$ cat src/gspsc_pkg.sv
// Constants and types shared by the system-control block
// Behaviour
// - Local clocks derive from reference clock input
// - Video logic uses separate asynchronous video clock
// - Local clocks are 90 degrees apart
// - Outputs change only with local clocks, except VECTOR_FETCH_O falling and VIDEO_TICK_O
// - Two interrupt inputs map to two levels
// - Asynchronous interrupt inputs synchronised before use
// - Reset loads all registers with initial values
// - Outputs inactive while reset is low
// - Host select sampled at reset release
// - Host select low: run from reset vector
// - Host select high: halt until halt bit cleared
package gspsc_pkg;

  // ----------------------------------------------------------------
  // Clocking
  // ----------------------------------------------------------------
  localparam int          REF_CLK_MHZ     = 200;
  localparam int          PHASE_W         = 2;
  localparam int          QUARTER_W       = 8;
  localparam int          QUARTER_CYC_DEF = 1;
  localparam logic [1:0]  PHASE_RST       = 2'h0;

  // ----------------------------------------------------------------
  // Interrupts
  // ----------------------------------------------------------------
  localparam int          IRQ_N           = 2;
  localparam int          IRQ_LVL_A       = 0;
  localparam int          IRQ_LVL_B       = 1;
  localparam logic [1:0]  IRQ_SYNC_RST    = 2'h3;
  localparam logic [1:0]  IRQ_PEND_RST    = 2'h0;

  // ----------------------------------------------------------------
  // Reset and start-up
  // ----------------------------------------------------------------
  localparam logic        HALT_BIT_RUN    = 1'b0;
  localparam logic        HOST_SEL_RST    = 1'b0;

  typedef enum logic [2:0] {
    GSPSC_ST_RESET,
    GSPSC_ST_SAMPLE,
    GSPSC_ST_VECTOR,
    GSPSC_ST_RUN,
    GSPSC_ST_HALTED
  } gspsc_state_t;

endpackage

$ cat src/gspsc_sync_if.sv
// Bundle between the system-control core and its synchroniser
`timescale 1ns/10ps
`default_nettype none
interface gspsc_sync_if #(
  parameter int WIDTH = 2
);
  logic [WIDTH-1:0] raw;
  logic             en;
  logic [WIDTH-1:0] synced;

  modport core (output raw, output en, input synced);
  modport sync (input raw, input en, output synced);
endinterface
`default_nettype wire

$ cat src/gspsc_system_control.sv
// System control: local clocks, interrupt levels and reset start-up
`timescale 1ns/10ps
`default_nettype none
module gspsc_system_control
  import gspsc_pkg::*;
#(
  parameter int QUARTER_CYC = QUARTER_CYC_DEF
) (
  input  wire logic       CLK_SYS_I,
  input  wire logic       RSTN_I,
  input  wire logic       VIDEO_CLOCK_I,
  input  wire logic       EXT_IRQ_LEVEL_A_N_I,
  input  wire logic       EXT_IRQ_LEVEL_B_N_I,
  input  wire logic [1:0] IRQ_ACK_I,
  input  wire logic       HOST_SELECT_STROBE_I,
  input  wire logic       HALT_BIT_WR_I,
  input  wire logic       HALT_BIT_WDATA_I,
  output var  logic       LOCAL_CLOCK_A_O,
  output var  logic       LOCAL_CLOCK_B_O,
  output var  logic [1:0] IRQ_REQ_O,
  output var  logic       VECTOR_FETCH_O,
  output var  logic       RUN_O,
  output var  logic       HALT_BIT_O,
  output var  logic       VIDEO_TICK_O
);

  // ----------------------------------------------------------------
  // Elaboration checks
  // ----------------------------------------------------------------
  if (QUARTER_CYC < 1 || QUARTER_CYC > 255) begin : g_bad_div
    $error("QUARTER_CYC must lie in 1..255");
  end

  // ----------------------------------------------------------------
  // Quarter-period divider
  // ----------------------------------------------------------------
  localparam logic [QUARTER_W-1:0] QUARTER_LAST = QUARTER_W'(QUARTER_CYC - 1);

  logic [QUARTER_W-1:0] div_q;
  logic [QUARTER_W-1:0] div_d;
  logic                 tick;

  assign tick  = (div_q == QUARTER_LAST);
  assign div_d = tick ? '0 : div_q + QUARTER_W'(1);

  always_ff @(posedge CLK_SYS_I or negedge RSTN_I) begin
    if (!RSTN_I) begin
      div_q <= '0;
    end else begin
      div_q <= div_d;
    end
  end

  // ----------------------------------------------------------------
  // Quadrature local clocks
  // ----------------------------------------------------------------
  // Decoding the binary phase count into a Gray sequence gives exactly one quarter period between
  // the edges of the two clocks, so neither ever glitches.
  logic [PHASE_W-1:0] phase_q;
  logic [PHASE_W-1:0] phase_d;
  logic               clk_a_d;
  logic               clk_b_d;
  logic               phase_start;

  assign phase_d     = phase_q + PHASE_W'(1);
  assign clk_a_d     = phase_d[1];
  assign clk_b_d     = phase_d[1] ^ phase_d[0];
  assign phase_start = tick && (phase_d == PHASE_RST);

  always_ff @(posedge CLK_SYS_I or negedge RSTN_I) begin
    if (!RSTN_I) begin
      phase_q         <= PHASE_RST;
      LOCAL_CLOCK_A_O <= 1'b0;
      LOCAL_CLOCK_B_O <= 1'b0;
    end else if (tick) begin
      phase_q         <= phase_d;
      LOCAL_CLOCK_A_O <= clk_a_d;
      LOCAL_CLOCK_B_O <= clk_b_d;
    end
  end

  // ----------------------------------------------------------------
  // Interrupt request inputs
  // ----------------------------------------------------------------
  gspsc_sync_if #(.WIDTH(IRQ_N)) irq_bus ();

  assign irq_bus.raw = {EXT_IRQ_LEVEL_B_N_I, EXT_IRQ_LEVEL_A_N_I};
  assign irq_bus.en  = tick;

  gspsc_sync #(
    .WIDTH   (IRQ_N),
    .RST_VAL (IRQ_SYNC_RST)
  ) u_irq_sync (
    .clk_i  (CLK_SYS_I),
    .rstn_i (RSTN_I),
    .s      (irq_bus.sync)
  );

  // Active-low after sync; a request stays pending until acknowledged, and
  // a still-low input re-raises it in the very cycle of the acknowledge.
  logic [IRQ_N-1:0] irq_active;
  logic [IRQ_N-1:0] irq_pend_q;
  logic [IRQ_N-1:0] irq_pend_d;

  assign irq_active = ~irq_bus.synced;
  assign irq_pend_d = irq_active | (irq_pend_q & ~IRQ_ACK_I);

  always_ff @(posedge CLK_SYS_I or negedge RSTN_I) begin
    if (!RSTN_I) begin
      irq_pend_q <= IRQ_PEND_RST;
    end else begin
      irq_pend_q <= irq_pend_d;
    end
  end

  always_ff @(posedge CLK_SYS_I or negedge RSTN_I) begin
    if (!RSTN_I) begin
      IRQ_REQ_O <= IRQ_PEND_RST;
    end else if (phase_start) begin
      IRQ_REQ_O[IRQ_LVL_A] <= irq_pend_q[IRQ_LVL_A];
      IRQ_REQ_O[IRQ_LVL_B] <= irq_pend_q[IRQ_LVL_B];
    end
  end

  // ----------------------------------------------------------------
  // Host-select capture and start-up sequence
  // ----------------------------------------------------------------
  // The strap is caught by the first clock after release; an async
  // reset may only load a constant into it.
  gspsc_state_t state_q;
  gspsc_state_t state_d;
  logic         host_sel_q;
  logic         halt_q;
  logic         halt_d;
  logic         halt_clear;
  logic         halt_set;

  assign halt_clear = HALT_BIT_WR_I && (HALT_BIT_WDATA_I == HALT_BIT_RUN);
  assign halt_set   = HALT_BIT_WR_I && (HALT_BIT_WDATA_I != HALT_BIT_RUN);

  always_comb begin
    state_d = state_q;
    halt_d  = halt_q;
    case (state_q)
      GSPSC_ST_RESET: begin
        state_d = GSPSC_ST_SAMPLE;
      end
      GSPSC_ST_SAMPLE: begin
        if (host_sel_q) begin
          state_d = GSPSC_ST_HALTED;
          halt_d  = ~HALT_BIT_RUN;
        end else begin
          state_d = GSPSC_ST_VECTOR;
        end
      end
      GSPSC_ST_VECTOR: begin
        if (phase_start) begin
          state_d = GSPSC_ST_RUN;
        end
      end
      GSPSC_ST_RUN: begin
        if (halt_set) begin
          state_d = GSPSC_ST_HALTED;
          halt_d  = ~HALT_BIT_RUN;
        end
      end
      GSPSC_ST_HALTED: begin
        if (halt_clear) begin
          state_d = GSPSC_ST_RUN;
          halt_d  = HALT_BIT_RUN;
        end
      end
      default: begin
        state_d = GSPSC_ST_RESET;
      end
    endcase
  end

  always_ff @(posedge CLK_SYS_I or negedge RSTN_I) begin
    if (!RSTN_I) begin
      state_q    <= GSPSC_ST_RESET;
      host_sel_q <= HOST_SEL_RST;
      halt_q     <= HALT_BIT_RUN;
    end else begin
      if (state_q == GSPSC_ST_RESET) begin
        host_sel_q <= HOST_SELECT_STROBE_I;
      end
      state_q <= state_d;
      halt_q  <= halt_d;
    end
  end

  // ----------------------------------------------------------------
  // Start-up outputs, aligned to the local clock cycle
  // ----------------------------------------------------------------
  always_ff @(posedge CLK_SYS_I or negedge RSTN_I) begin
    if (!RSTN_I) begin
      VECTOR_FETCH_O <= 1'b0;
      RUN_O          <= 1'b0;
      HALT_BIT_O     <= 1'b0;
    end else if (phase_start) begin
      VECTOR_FETCH_O <= (state_q == GSPSC_ST_VECTOR);
      RUN_O          <= (state_q == GSPSC_ST_RUN) || (state_q == GSPSC_ST_VECTOR);
      HALT_BIT_O     <= halt_q;
    end else begin
      VECTOR_FETCH_O <= 1'b0;
    end
  end

  // ----------------------------------------------------------------
  // Video clock observation
  // ----------------------------------------------------------------
  // The video domain lives elsewhere; here its clock is only sampled to
  // give a rising-edge tick, which is valid only while it runs slower
  // than half the reference clock.
  logic video_clock_meta_q;
  logic video_clock_sync_q;
  logic video_clock_prev_q;

  always_ff @(posedge CLK_SYS_I or negedge RSTN_I) begin
    if (!RSTN_I) begin
      video_clock_meta_q  <= 1'b0;
      video_clock_sync_q  <= 1'b0;
      video_clock_prev_q  <= 1'b0;
      VIDEO_TICK_O <= 1'b0;
    end else begin
      video_clock_meta_q  <= VIDEO_CLOCK_I;
      video_clock_sync_q  <= video_clock_meta_q;
      video_clock_prev_q  <= video_clock_sync_q;
      VIDEO_TICK_O <= video_clock_sync_q && !video_clock_prev_q;
    end
  end

endmodule
`default_nettype wire

$ cat src/gspsc_sync.sv
// Two-stage synchroniser for asynchronous level inputs
`timescale 1ns/10ps
`default_nettype none
module gspsc_sync
  import gspsc_pkg::*;
#(
  parameter int              WIDTH   = 2,
  parameter logic [WIDTH-1:0] RST_VAL = '1
) (
  input  wire logic clk_i,
  input  wire logic rstn_i,
  gspsc_sync_if.sync s
);
  if (WIDTH < 1) begin : g_bad_width
    $error("WIDTH must be at least 1");
  end

  logic [WIDTH-1:0] meta_q;
  logic [WIDTH-1:0] sync_q;

  // First stage feeds only the second stage
  always_ff @(posedge clk_i or negedge rstn_i) begin
    if (!rstn_i) begin
      meta_q <= RST_VAL;
      sync_q <= RST_VAL;
    end else if (s.en) begin
      meta_q <= s.raw;
      sync_q <= meta_q;
    end
  end

  assign s.synced = sync_q;
endmodule
`default_nettype wire

$ cat config.mk
export PLATFORM = sky130hd
export DESIGN_NAME = gspsc_system_control
export DESIGN_NICKNAME = d
export VERILOG_FILES = /design/src/gspsc_pkg.sv /design/src/gspsc_sync_if.sv /design/src/gspsc_system_control.sv /design/src/gspsc_sync.sv
export SDC_FILE = /design/constraint.sdc
export NUM_CORES = 1
export LEC_CHECK = 0
export ABC_AREA = 1
export ABC_CLOCK_PERIOD_IN_PS = 3800
export BUFFER_PORTS_ARGS = -buffer_cell sky130_fd_sc_hd__buf_2
export CAP_MARGIN = 10
export CELL_PAD_IN_SITES_DETAIL_PLACEMENT = 0
export CELL_PAD_IN_SITES_GLOBAL_PLACEMENT = 2
export CORE_AREA = 2 2 62 70
export DETAILED_ROUTE_END_ITERATION = 8
export DIE_AREA = 0 0 64 72
export PLACE_DENSITY_LB_ADDON = 0.1
export REMOVE_ABC_BUFFERS = 1
export SLEW_MARGIN = 10
export SYNTH_ARGS = -nofsm -noshare
export SYNTH_HDL_FRONTEND = slang
export SYNTH_SLANG_ARGS = --single-unit
$ cat constraint.sdc
create_clock -name CLK_SYS_I -period 3.8 [get_ports CLK_SYS_I]
set_input_delay 0.76 -clock CLK_SYS_I [delete_from_list [all_inputs] [get_ports CLK_SYS_I]]
set_output_delay 0.76 -clock CLK_SYS_I [all_outputs]
set_load 0.05 [all_outputs]
# Word-level counts from Yosys, hierarchy flattened
# Cells that the tools add are included.
[totals] input_bits=10 latch_bits=0 ram_bits=0 register_bits=32 memories=0 output_inout_bits=8 wordCells=57 mem_bits_ro=0
[op_classes] shift=0 multipliers=0 div=0 n_addsub=2 reduce_logical=12 eq_ne=8 n_bitwise=6 order_cmp=0 mux=11
[op_table] cell="case mux 3 bit (5 select lines)" count=1
[op_table] cell="two-way mux 3 bit" count=4
[op_table] cell="adder 8 x 1 -> 8 bit (second input constant)" count=1
[op_table] cell="logical NOT 8 bit" count=1
[op_table] cell="two-way mux 8 bit" count=1
[op_table] cell="!= test 2 bit (second input constant)" count=4
[op_table] cell="equality test 3 x 2 -> 1 bit (second input constant)" count=2
[op_table] cell="logical AND 1 bit" count=4
[op_table] cell="two-way mux 1 bit" count=4
[op_table] cell="inverter 2 bit" count=2
[op_table] cell="AND reduction 4 bit" count=1
[op_table] cell="equality test 3 x 1 -> 1 bit (second input constant)" count=1
[op_table] cell="equality test 3 bit (second input constant)" count=1
[op_table] cell="logical NOT 3 bit" count=1
[op_table] cell="case mux 1 bit (3 select lines)" count=1
[op_table] cell="AND reduction 3 bit" count=1
[op_table] cell="nonzero test 3 bit" count=1
[op_table] cell="adder 2 x 1 -> 2 bit (second input constant)" count=1
[op_table] cell="AND 2 bit" count=1
[op_table] cell="logical NOT 2 bit" count=1
[op_table] cell="OR 2 bit" count=1
[op_table] cell="logical NOT 1 bit" count=1
[op_table] cell="logical OR 1 bit" count=1
[op_table] cell="inverter 1 bit" count=1
[op_table] cell="bitwise XOR 1 bit" count=1

# Depth between registers and ports, before layout
# Gate-level depths: netlist of run 1.
[logic_depth] word_depth=5 mapped_depth=9 mapped_depth_nobuf=9

# Hierarchy
# Synthesis of run 1 repeated with hierarchy kept, for this count alone.
[hier_totals] cells_unflattened=148 area_unflattened_um2=1421.4
[by_module_without_submodules] module="gspsc_system_control" cells_per_inst=131 seq_area_each_um2=675.6 area_per_inst_um2=1267.5 n_inst=1
[by_module_without_submodules] module="gspsc_sync" cells_per_inst=17 seq_area_each_um2=105.1 area_per_inst_um2=153.9 n_inst=1

# Least setup slack after synthesis of run 1
# OpenSTA, ideal clock, no wires.
[synth_path] path_type="reg2out" from="register LOCAL_CLOCK_A_O" to="output LOCAL_CLOCK_A_O" stages_incl_launch_ff=1 required_ns=3.040 arrival_ns=0.619 setup_slack_ns=2.421 n_path_buf=0 path_cell_list="dfrtp_1"
[synth_rtl] item="start: declaration" line_no="gspsc_system_control.sv:18" source="output var logic LOCAL_CLOCK_A_O,"
[synth_rtl] item="start signal: assignment" line_no="gspsc_system_control.sv:77" source="LOCAL_CLOCK_A_O <= clk_a_d;"
# No word-level cell between the ends.

# Worst setup path in the final report of run 1
[layout_path] from="register LOCAL_CLOCK_A_O" to="output LOCAL_CLOCK_A_O"
# No word-level cell between the ends.

==> out/metrics.cfg, run 1 <==
[routing]
wl_per_cell_um=9.77
firstDrtPassIters=4
vias=943
drt_wl_total_mm=2.21
final_antenna_net_count=0
drc=0
vias_per_cell=4.17
first_iter_violations=32

[synth]
ys_async_sr_fraction_pct=100
synth_area_um2=1380
synthFlopType=dfrtp_1
synthDistinctLibCells=22
ys_warn_count=0
yosys_register_bits=31
synth-seq-area-share_pct=56.6
synth_area_per_cell_um2=9.19
postSynthCellCount=150
synth_enable_flop_cells=0

[floorplan]
row_count=24
die_area_um2=4610
core_area_um2=3870
start_util_pct=35.6
boundaryPins=18
die_x_um=64
die_height_um=72

[timing]
setup_ws_ns=2.13
hold_viol=0
clock.fmax_mhz=598
tightest_slew_ns=0.691
rsz0062_at_grt=no
fin_crit_sh_pct=44.0
setup_viol=0
fin_crit_ns=1.67
drv_slew=0
clock_skew_ns=0.00638
max_slew_margin_pct=53.9
tns_ns=0

[worst_setup_path]
crit_type=flop to primary output
cpLargestDelayFamily=flip-flops
worst_path_largest_cell_delay_ns=0.37
crit_path_end_kind=primary output
crit_buf_inv=1
critPathSlowestCell=dfrtp_1
path_max_fanout=3
required_ns=3.04
arrival_ns=0.91
crit_path_cell_trace=buf_2
startpoint_type=flop
r2r_slack_ns=2.45

[power]
pwr-share-seq_pct=47.5
p_leak_nw=0.846
pwr-share-clk_pct=28.0
p_int_w=0.000578
swShare_pct=34.7
power_density_nw_per_um2=552
max-vdd-ir-drop_uv=268
p_sw_w=0.000307
share_comb_of_total_power_pct=24.5

[cts]
root_buffer=clkbuf_8
cts_buffers=5
clock_latency_ns=0.28
cts-resized-gates=0
postCtsSetupRepairBufs=0
numClockSinks=31
htreeDepth=2
cts_hold_buf=0
tritoncts=yes
clkTransAtPathRegs_ns=0.07
clock_path_buffers=2

[grt]
grt_pass1_wl_mm=3.95
grt_use_met2_pct=17.9
grt_use_met1_pct=13.5
track_usage_pct=11.3
grt_max_degree=32
busiest_layer=met2
antenna_found_initial=0
grt_pass1_vias=943
globalRouteMet3Util_pct=3.88
grt_overflow=0

[flow_run]
maxCapViolCount=0

[finish]
final_common_cell=nand2_1
fillers=405
syn_to_final_growth_pct=16.2
mostFrequentLayoutCells=nand2_1 (36), dfrtp_1 (27), inv_1 (23), buf_2 (17), nor2_1 (13)
drive_gt1_share_pct=25.9
n_antenna_cell=0
final_nets=186

[placement]
port_buffers=17
dp_hpwl_mm=1.60
post-place-ws_ns=2.29
place.gp.congestion=0.805

[hold_path]
hold_path_class=flop to flop

[outcome]
status=finished clean

[sequential cells by signal, summed over array words and instances (netlist names)]
register,cells
state_q,3
VECTOR_FETCH_O,1
HALT_BIT_O,1
u_irq_sync.s.synced,2
RUN_O,1
video_clock_prev_q,1
video_clock_sync_q,1
IRQ_REQ_O,2
LOCAL_CLOCK_A_O,1
VIDEO_TICK_O,1
video_clock_meta_q,1
irq_pend_q,2
LOCAL_CLOCK_B_O,1
host_sel_q,1
halt_q,1
phase_q,1
u_irq_sync.meta_q,2
div_q,8
[through the flow]
step	instances	util, %	power, W	hold slack [ns]	cell area, µm²
finish	226	41.4	0.000885	0.361	1600
floorplan	149	-	0.000593	0.331	1370
global route	226	41.4	0.000953	0.382	1600
CTS	226	41.4	0.000898	0.361	1600
detailed placement	218	39.2	0.000645	0.345	1520
global placement	218	39.2	0.000645	0.335	1520
[layout make-up]
cell class / count / area [µm²] / area share, %
clock inverters: 2 / 12.5 / 0.781
repair buffers: 17 / 85.1 / 5.31
inverters: 27 / 101 / 6.32
multi-input cells: 91 / 485 / 30.3
flip-flops and latches: 31 / 781 / 48.7
well taps: 52 / 65.1 / 4.06
clock buffers: 6 / 72.6 / 4.53
[power by group through the flow]
| stage | combinational [W] | clock, W | sequential [W] |
|---|---|---|---|
| after floorplan | 0.000132 | 0 | 0.000461 |
| after global placement | 0.000219 | 0 | 0.000426 |
| after detailed placement | 0.000219 | 0 | 0.000426 |
| after CTS | 0.000220 | 0.000259 | 0.000420 |
| after global routing | 0.000249 | 0.000275 | 0.000429 |
| final | 0.000217 | 0.000247 | 0.000420 |
[cell families after synthesis]
| kind of cell | synth area share, % |
|---|---|
| flops | 56.6 |
| xor+xnor | 2.54 |
| simple gates | 24.2 |
| compound gates | 5.72 |
| buf+inv | 8.17 |
| fa+ha+maj | 2.72 |
[path summary, 6_finish.rpt]
path	startpoint	to	cells past startpoint
min	video_clock_meta_q	video_clock_sync_q	0
min reg2reg	video_clock_meta_q	video_clock_sync_q	0
max reg2reg	div_q[0]	state_q[1]	9
min in group asynchronous	RSTN_I	VIDEO_TICK_O	1
max in group asynchronous	RSTN_I	div_q[1]	1
max	LOCAL_CLOCK_A_O	LOCAL_CLOCK_A_O	1
[Yosys cell counts, types with 2 or more instances]
master | number | area share [%]
nand2_2 | 3 | 1.4
ha_1 | 3 | 2.7
nor2_4 | 3 | 2.4
a21oi_1 | 3 | 1.1
nand3_1 | 5 | 1.8
nor3_1 | 2 | 0.73
nor2_2 | 3 | 1.4
inv_1 | 23 | 6.3
nand2_1 | 36 | 9.8
nor2_1 | 13 | 3.5
xor2_1 | 3 | 1.9
inv_2 | 4 | 1.1
o21ai_0 | 11 | 4.0
dfrtp_1 | 27 | 49
dfstp_2 | 4 | 7.6
[routing by layer]
layer  share of wire, %  wire, µm  vias to the layer above
met4                2.6        58                        0
met1                 49      1070                      420
li1                   -         -                      498
met5                  0         0                        -
met3                5.2       115                        5
met2                 44       961                       20
[worst register-to-register path, cell delays in order (launching register included)]
cell and delay (ns):
dfrtp_1 0.41, inv_1 0.07, ha_1 0.14, inv_1 0.04, nor2_2 0.17, nand3_4 0.16, nand2_2 0.11, nand2_1 0.05
nand2_1 0.05, nand2_1 0.05
Power figures use the tool's default switching activity.
==> run 2: changes to the inputs <==
--- a/config.mk
+++ b/config.mk
@@ -5,15 +5,15 @@
 export SDC_FILE = /design/constraint.sdc
 export NUM_CORES = 1
 export LEC_CHECK = 0
-export ABC_AREA = 1
-export ABC_CLOCK_PERIOD_IN_PS = 3800
+export ABC_AREA = 0
+export ABC_CLOCK_PERIOD_IN_PS = 1700
 export BUFFER_PORTS_ARGS = -buffer_cell sky130_fd_sc_hd__buf_2
 export CAP_MARGIN = 10
 export CELL_PAD_IN_SITES_DETAIL_PLACEMENT = 0
 export CELL_PAD_IN_SITES_GLOBAL_PLACEMENT = 2
-export CORE_AREA = 2 2 62 70
+export CORE_AREA = 2 2 59 67
 export DETAILED_ROUTE_END_ITERATION = 8
-export DIE_AREA = 0 0 64 72
+export DIE_AREA = 0 0 61 69
 export PLACE_DENSITY_LB_ADDON = 0.1
 export REMOVE_ABC_BUFFERS = 1
 export SLEW_MARGIN = 10
==> constraint.sdc (replaced) <==
create_clock -name CLK_SYS_I -period 1.7 [get_ports CLK_SYS_I]
set_input_delay 0.34 -clock CLK_SYS_I [delete_from_list [all_inputs] [get_ports CLK_SYS_I]]
set_output_delay 0.34 -clock CLK_SYS_I [all_outputs]
set_load 0.05 [all_outputs]
==> run 2 against run 1 <==
Effect of this change:
- clock-buffer cell count increased by 1
- critical path type is now flop to flop
- utilization increased by 2.1 points
- synthesized cell count decreased by 34%
- critical path depth increased by 2
- sequential power increased by 120%
- largest power group unchanged
- register-to-register slack got worse by 2.3 ns
==> out/metrics.cfg, run 2 <==
[cts]
postCtsSetupRepairBufs=0  ; unchanged
numClockSinks=31  ; unchanged
root_buffer=clkbuf_8  ; unchanged
cts_buffers=5  ; unchanged
tritoncts=yes  ; unchanged
clock_path_buffers=2  ; unchanged
cts_hold_buf=0  ; unchanged
cts-resized-gates=0  ; unchanged
clkTransAtPathRegs_ns=0.07  ; about the same
htreeDepth=2  ; unchanged
clock_latency_ns=0.28  ; about the same

[synth]
yosys_register_bits=31  ; unchanged
postSynthCellCount=99  ; was 150
ys_top_cells_by_count=dfrtp_1 (27), mux2_2 (10), inv_1 (6), xnor2_1 (6)  ; was nand2_1 (36), dfrtp_1 (27), inv_1 (23)
synth_top_area_share_pct=52.0  ; was 49.0%
synth_enable_flop_cells=0  ; unchanged
synth_top_area_cell=dfrtp_1  ; unchanged
synth-seq-area-share_pct=60.1  ; was 56.6%
yosysMostFrequentCell=dfrtp_1  ; was nand2_1
synthDistinctLibCells=28  ; was 22
synthTopCellsByArea=dfrtp_1 (52%), mux2_2 (8.7%), dfstp_2 (8.1%), xnor2_1 (4.0%), ha_1 (2.9%)  ; was dfrtp_1 (49%), nand2_1 (9.8%), dfstp_2 (7.6%), inv_1 (6.3%), o21ai_0 (4.0%)
ys_async_sr_fraction_pct=100  ; unchanged
synth_area_um2=1300  ; was 1380 µm²
synthFlopType=dfrtp_1  ; unchanged
synth_area_per_cell_um2=13.1  ; was 9.19 µm²
ys_warn_count=0  ; unchanged

[floorplan]
row_count=23  ; was 24
die_x_um=61  ; was 64 µm
boundaryPins=18  ; unchanged
core_area_um2=3540  ; was 3870 µm²
start_util_pct=36.7  ; was 35.6%
die_height_um=69  ; was 72 µm
die_area_um2=4210  ; was 4610 µm²

[timing]
drv_slew=0  ; unchanged
finalHoldWorstSlack_ns=0.0914  ; was 0.361 ns
tightest_slew_ns=0.685  ; was 0.691 ns
tns_ns=0  ; unchanged
setup_viol=0  ; unchanged
fin_crit_ns=1.56
hold_viol=0  ; unchanged
clock.fmax_mhz=639
max_slew_margin_pct=54.3  ; was 53.9%
rsz0062_at_grt=no  ; unchanged
clock_skew_ns=0.0106  ; was 0.00638 ns
fin_crit_sh_pct=92.0

[routing]
firstDrtPassIters=3  ; was 4
vias=793  ; was 943
wl_per_cell_um=12.0  ; was 9.77 µm
drc=0  ; unchanged
vias_per_cell=4.58  ; was 4.17
drt_wl_total_mm=2.07  ; was 2.21 mm
final_antenna_net_count=0  ; unchanged
first_iter_violations=18  ; was 32

[worst_setup_path]
path_max_fanout=6  ; was 3
arrival_ns=1.73  ; was 0.91 ns
crit_type=flop to flop  ; was flop to primary output
crit_path_end_kind=flop  ; was primary output
required_ns=1.87  ; was 3.04 ns
startpoint_type=flop  ; unchanged

[power]
p_leak_nw=0.696  ; was 0.846 nW
p_sw_w=0.000582  ; was 0.000307 W
power_density_nw_per_um2=1230  ; was 552 nW/µm²
swShare_pct=30.7  ; was 34.7%
pwr-share-seq_pct=49.4  ; was 47.5%
max-vdd-ir-drop_uv=574  ; was 268 µV
p_int_w=0.00131  ; was 0.000578 W
pwr-share-clk_pct=31.0  ; was 28.0%
share_comb_of_total_power_pct=19.5  ; was 24.5%

[finish]
final_common_cell=dfrtp_1  ; was nand2_1
max_flop_register=div_q  ; unchanged
fillers=364  ; was 405
multi_input_area_um2=488  ; was 485 µm²
syn_to_final_growth_pct=18.4  ; was 16.2%
mostFrequentLayoutCells=dfrtp_1 (27), buf_2 (17), mux2_2 (10)  ; was nand2_1 (36), dfrtp_1 (27), inv_1 (23), buf_2 (17), nor2_1 (13)
n_antenna_cell=0  ; unchanged
final_nets=135  ; was 186
seq_area_um2=781  ; unchanged
drive_gt1_share_pct=35.0  ; was 25.9%
design_area_um2=1540  ; was 1600 µm²
largest_reg_flops=8  ; unchanged
reg_top3=div_q: 8 flops, state_q: 3 flops  ; unchanged

[placement]
dpl-instance-area_um2=1450  ; was 1520 µm²
dp_hpwl_mm=1.45  ; was 1.60 mm
place.gp.congestion=0.694  ; was 0.805
port_buffers=17  ; unchanged

[grt]
track_usage_pct=12.3  ; was 11.3%
grt_overflow=0  ; unchanged
antenna_found_initial=0  ; unchanged
grt_pass1_wl_mm=3.73  ; was 3.95 mm
grt_pass1_vias=848  ; was 943
grt_max_degree=32  ; unchanged

[hold_path]
hold_path_class=primary input to async pin  ; was flop to flop

[outcome]
status=finished clean  ; unchanged

[flow_run]
maxCapViolCount=0  ; unchanged

run 2: cell types whose count changed in the layout (fill, tap and decap cells not counted), sizes merged, moves of 2 or more:
cell and delta:
nand2 -36, inv -21, nor2 -15, mux2 +10, o21ai -8, xnor2 +5
a21oi -3, a31oi +3, and3 +3, nor2b +3, nand3 -2, o22ai +2
o2bb2ai +2
run 2: metal layers:
layer	track usage (%)	wire [µm]
met3	6.38	101
met1	13.7	923
met2	18.3	1010
met5	0	0
met4	7.25	38
run 2: metrics by stage:
step,util (%),worst slack (ns),power (W),std cells
after CTS,43.4,0.117,0.00193,173
after global placement,40.9,0.153,0.00132,165
after global routing,43.4,0.0626,0.00202,173
after detailed placement,40.9,0.119,0.00133,165
final,43.4,0.136,0.00189,173
after floorplan,-,0.234,0.00121,97
run 2: cell type report:
| type | instances | area share (%) |
|---|---|---|
| repair buffers | 18 | 6.02 |
| multi-input cells | 60 | 31.7 |
| clock buffers | 7 | 5.61 |
| clock inverters | 1 | 0.325 |
| well taps | 50 | 4.07 |
| flip-flops and latches | 31 | 50.8 |
| inverters | 6 | 1.46 |
run 2: worst paths after layout:
check,from,to,slack [ns],depth (start not counted)
worst max register to register,div_q[3],IRQ_REQ_O[1],0.14,3
min in group CLK_SYS_I,VIDEO_CLOCK_I,video_clock_meta_q,0.16,1
worst max-delay path,div_q[3],IRQ_REQ_O[1],0.14,3
max in group asynchronous,RSTN_I,div_q[3],1.16,1
worst min register to register,video_clock_meta_q,video_clock_sync_q,0.35,0
worst min-delay path,RSTN_I,video_clock_prev_q,0.09,1
run 2: power groups by stage:
stage          clock [W]  combinational (W)  sequential [W]
6_report        0.000588           0.000370        0.000936
5_1_grt         0.000650           0.000410        0.000957
4_1_cts         0.000613           0.000377        0.000938
3_5_place_dp           0           0.000376        0.000951
3_3_place_gp           0           0.000375        0.000947
2_1_floorplan          0           0.000188         0.00102
run 2: cells by family after synthesis:
logic type | count (synthesis) | share of synthesized area, %
adder cells (fa/ha/maj) | 3 | 2.89
AO/OA/AOI/OAI | 12 | 5.97
XOR/XNOR | 8 | 5.40
buffers and inverters | 8 | 2.31
flip-flops | 31 | 60.1
AND/OR/NAND/NOR | 26 | 13.9
multiplexers | 11 | 9.44
run 2: worst max-delay path: stages, from the launching register on:
cell,delay (ns)
dfrtp_1,0.44
nor4_4,0.49
nand4_4,0.21
mux2_2,0.31
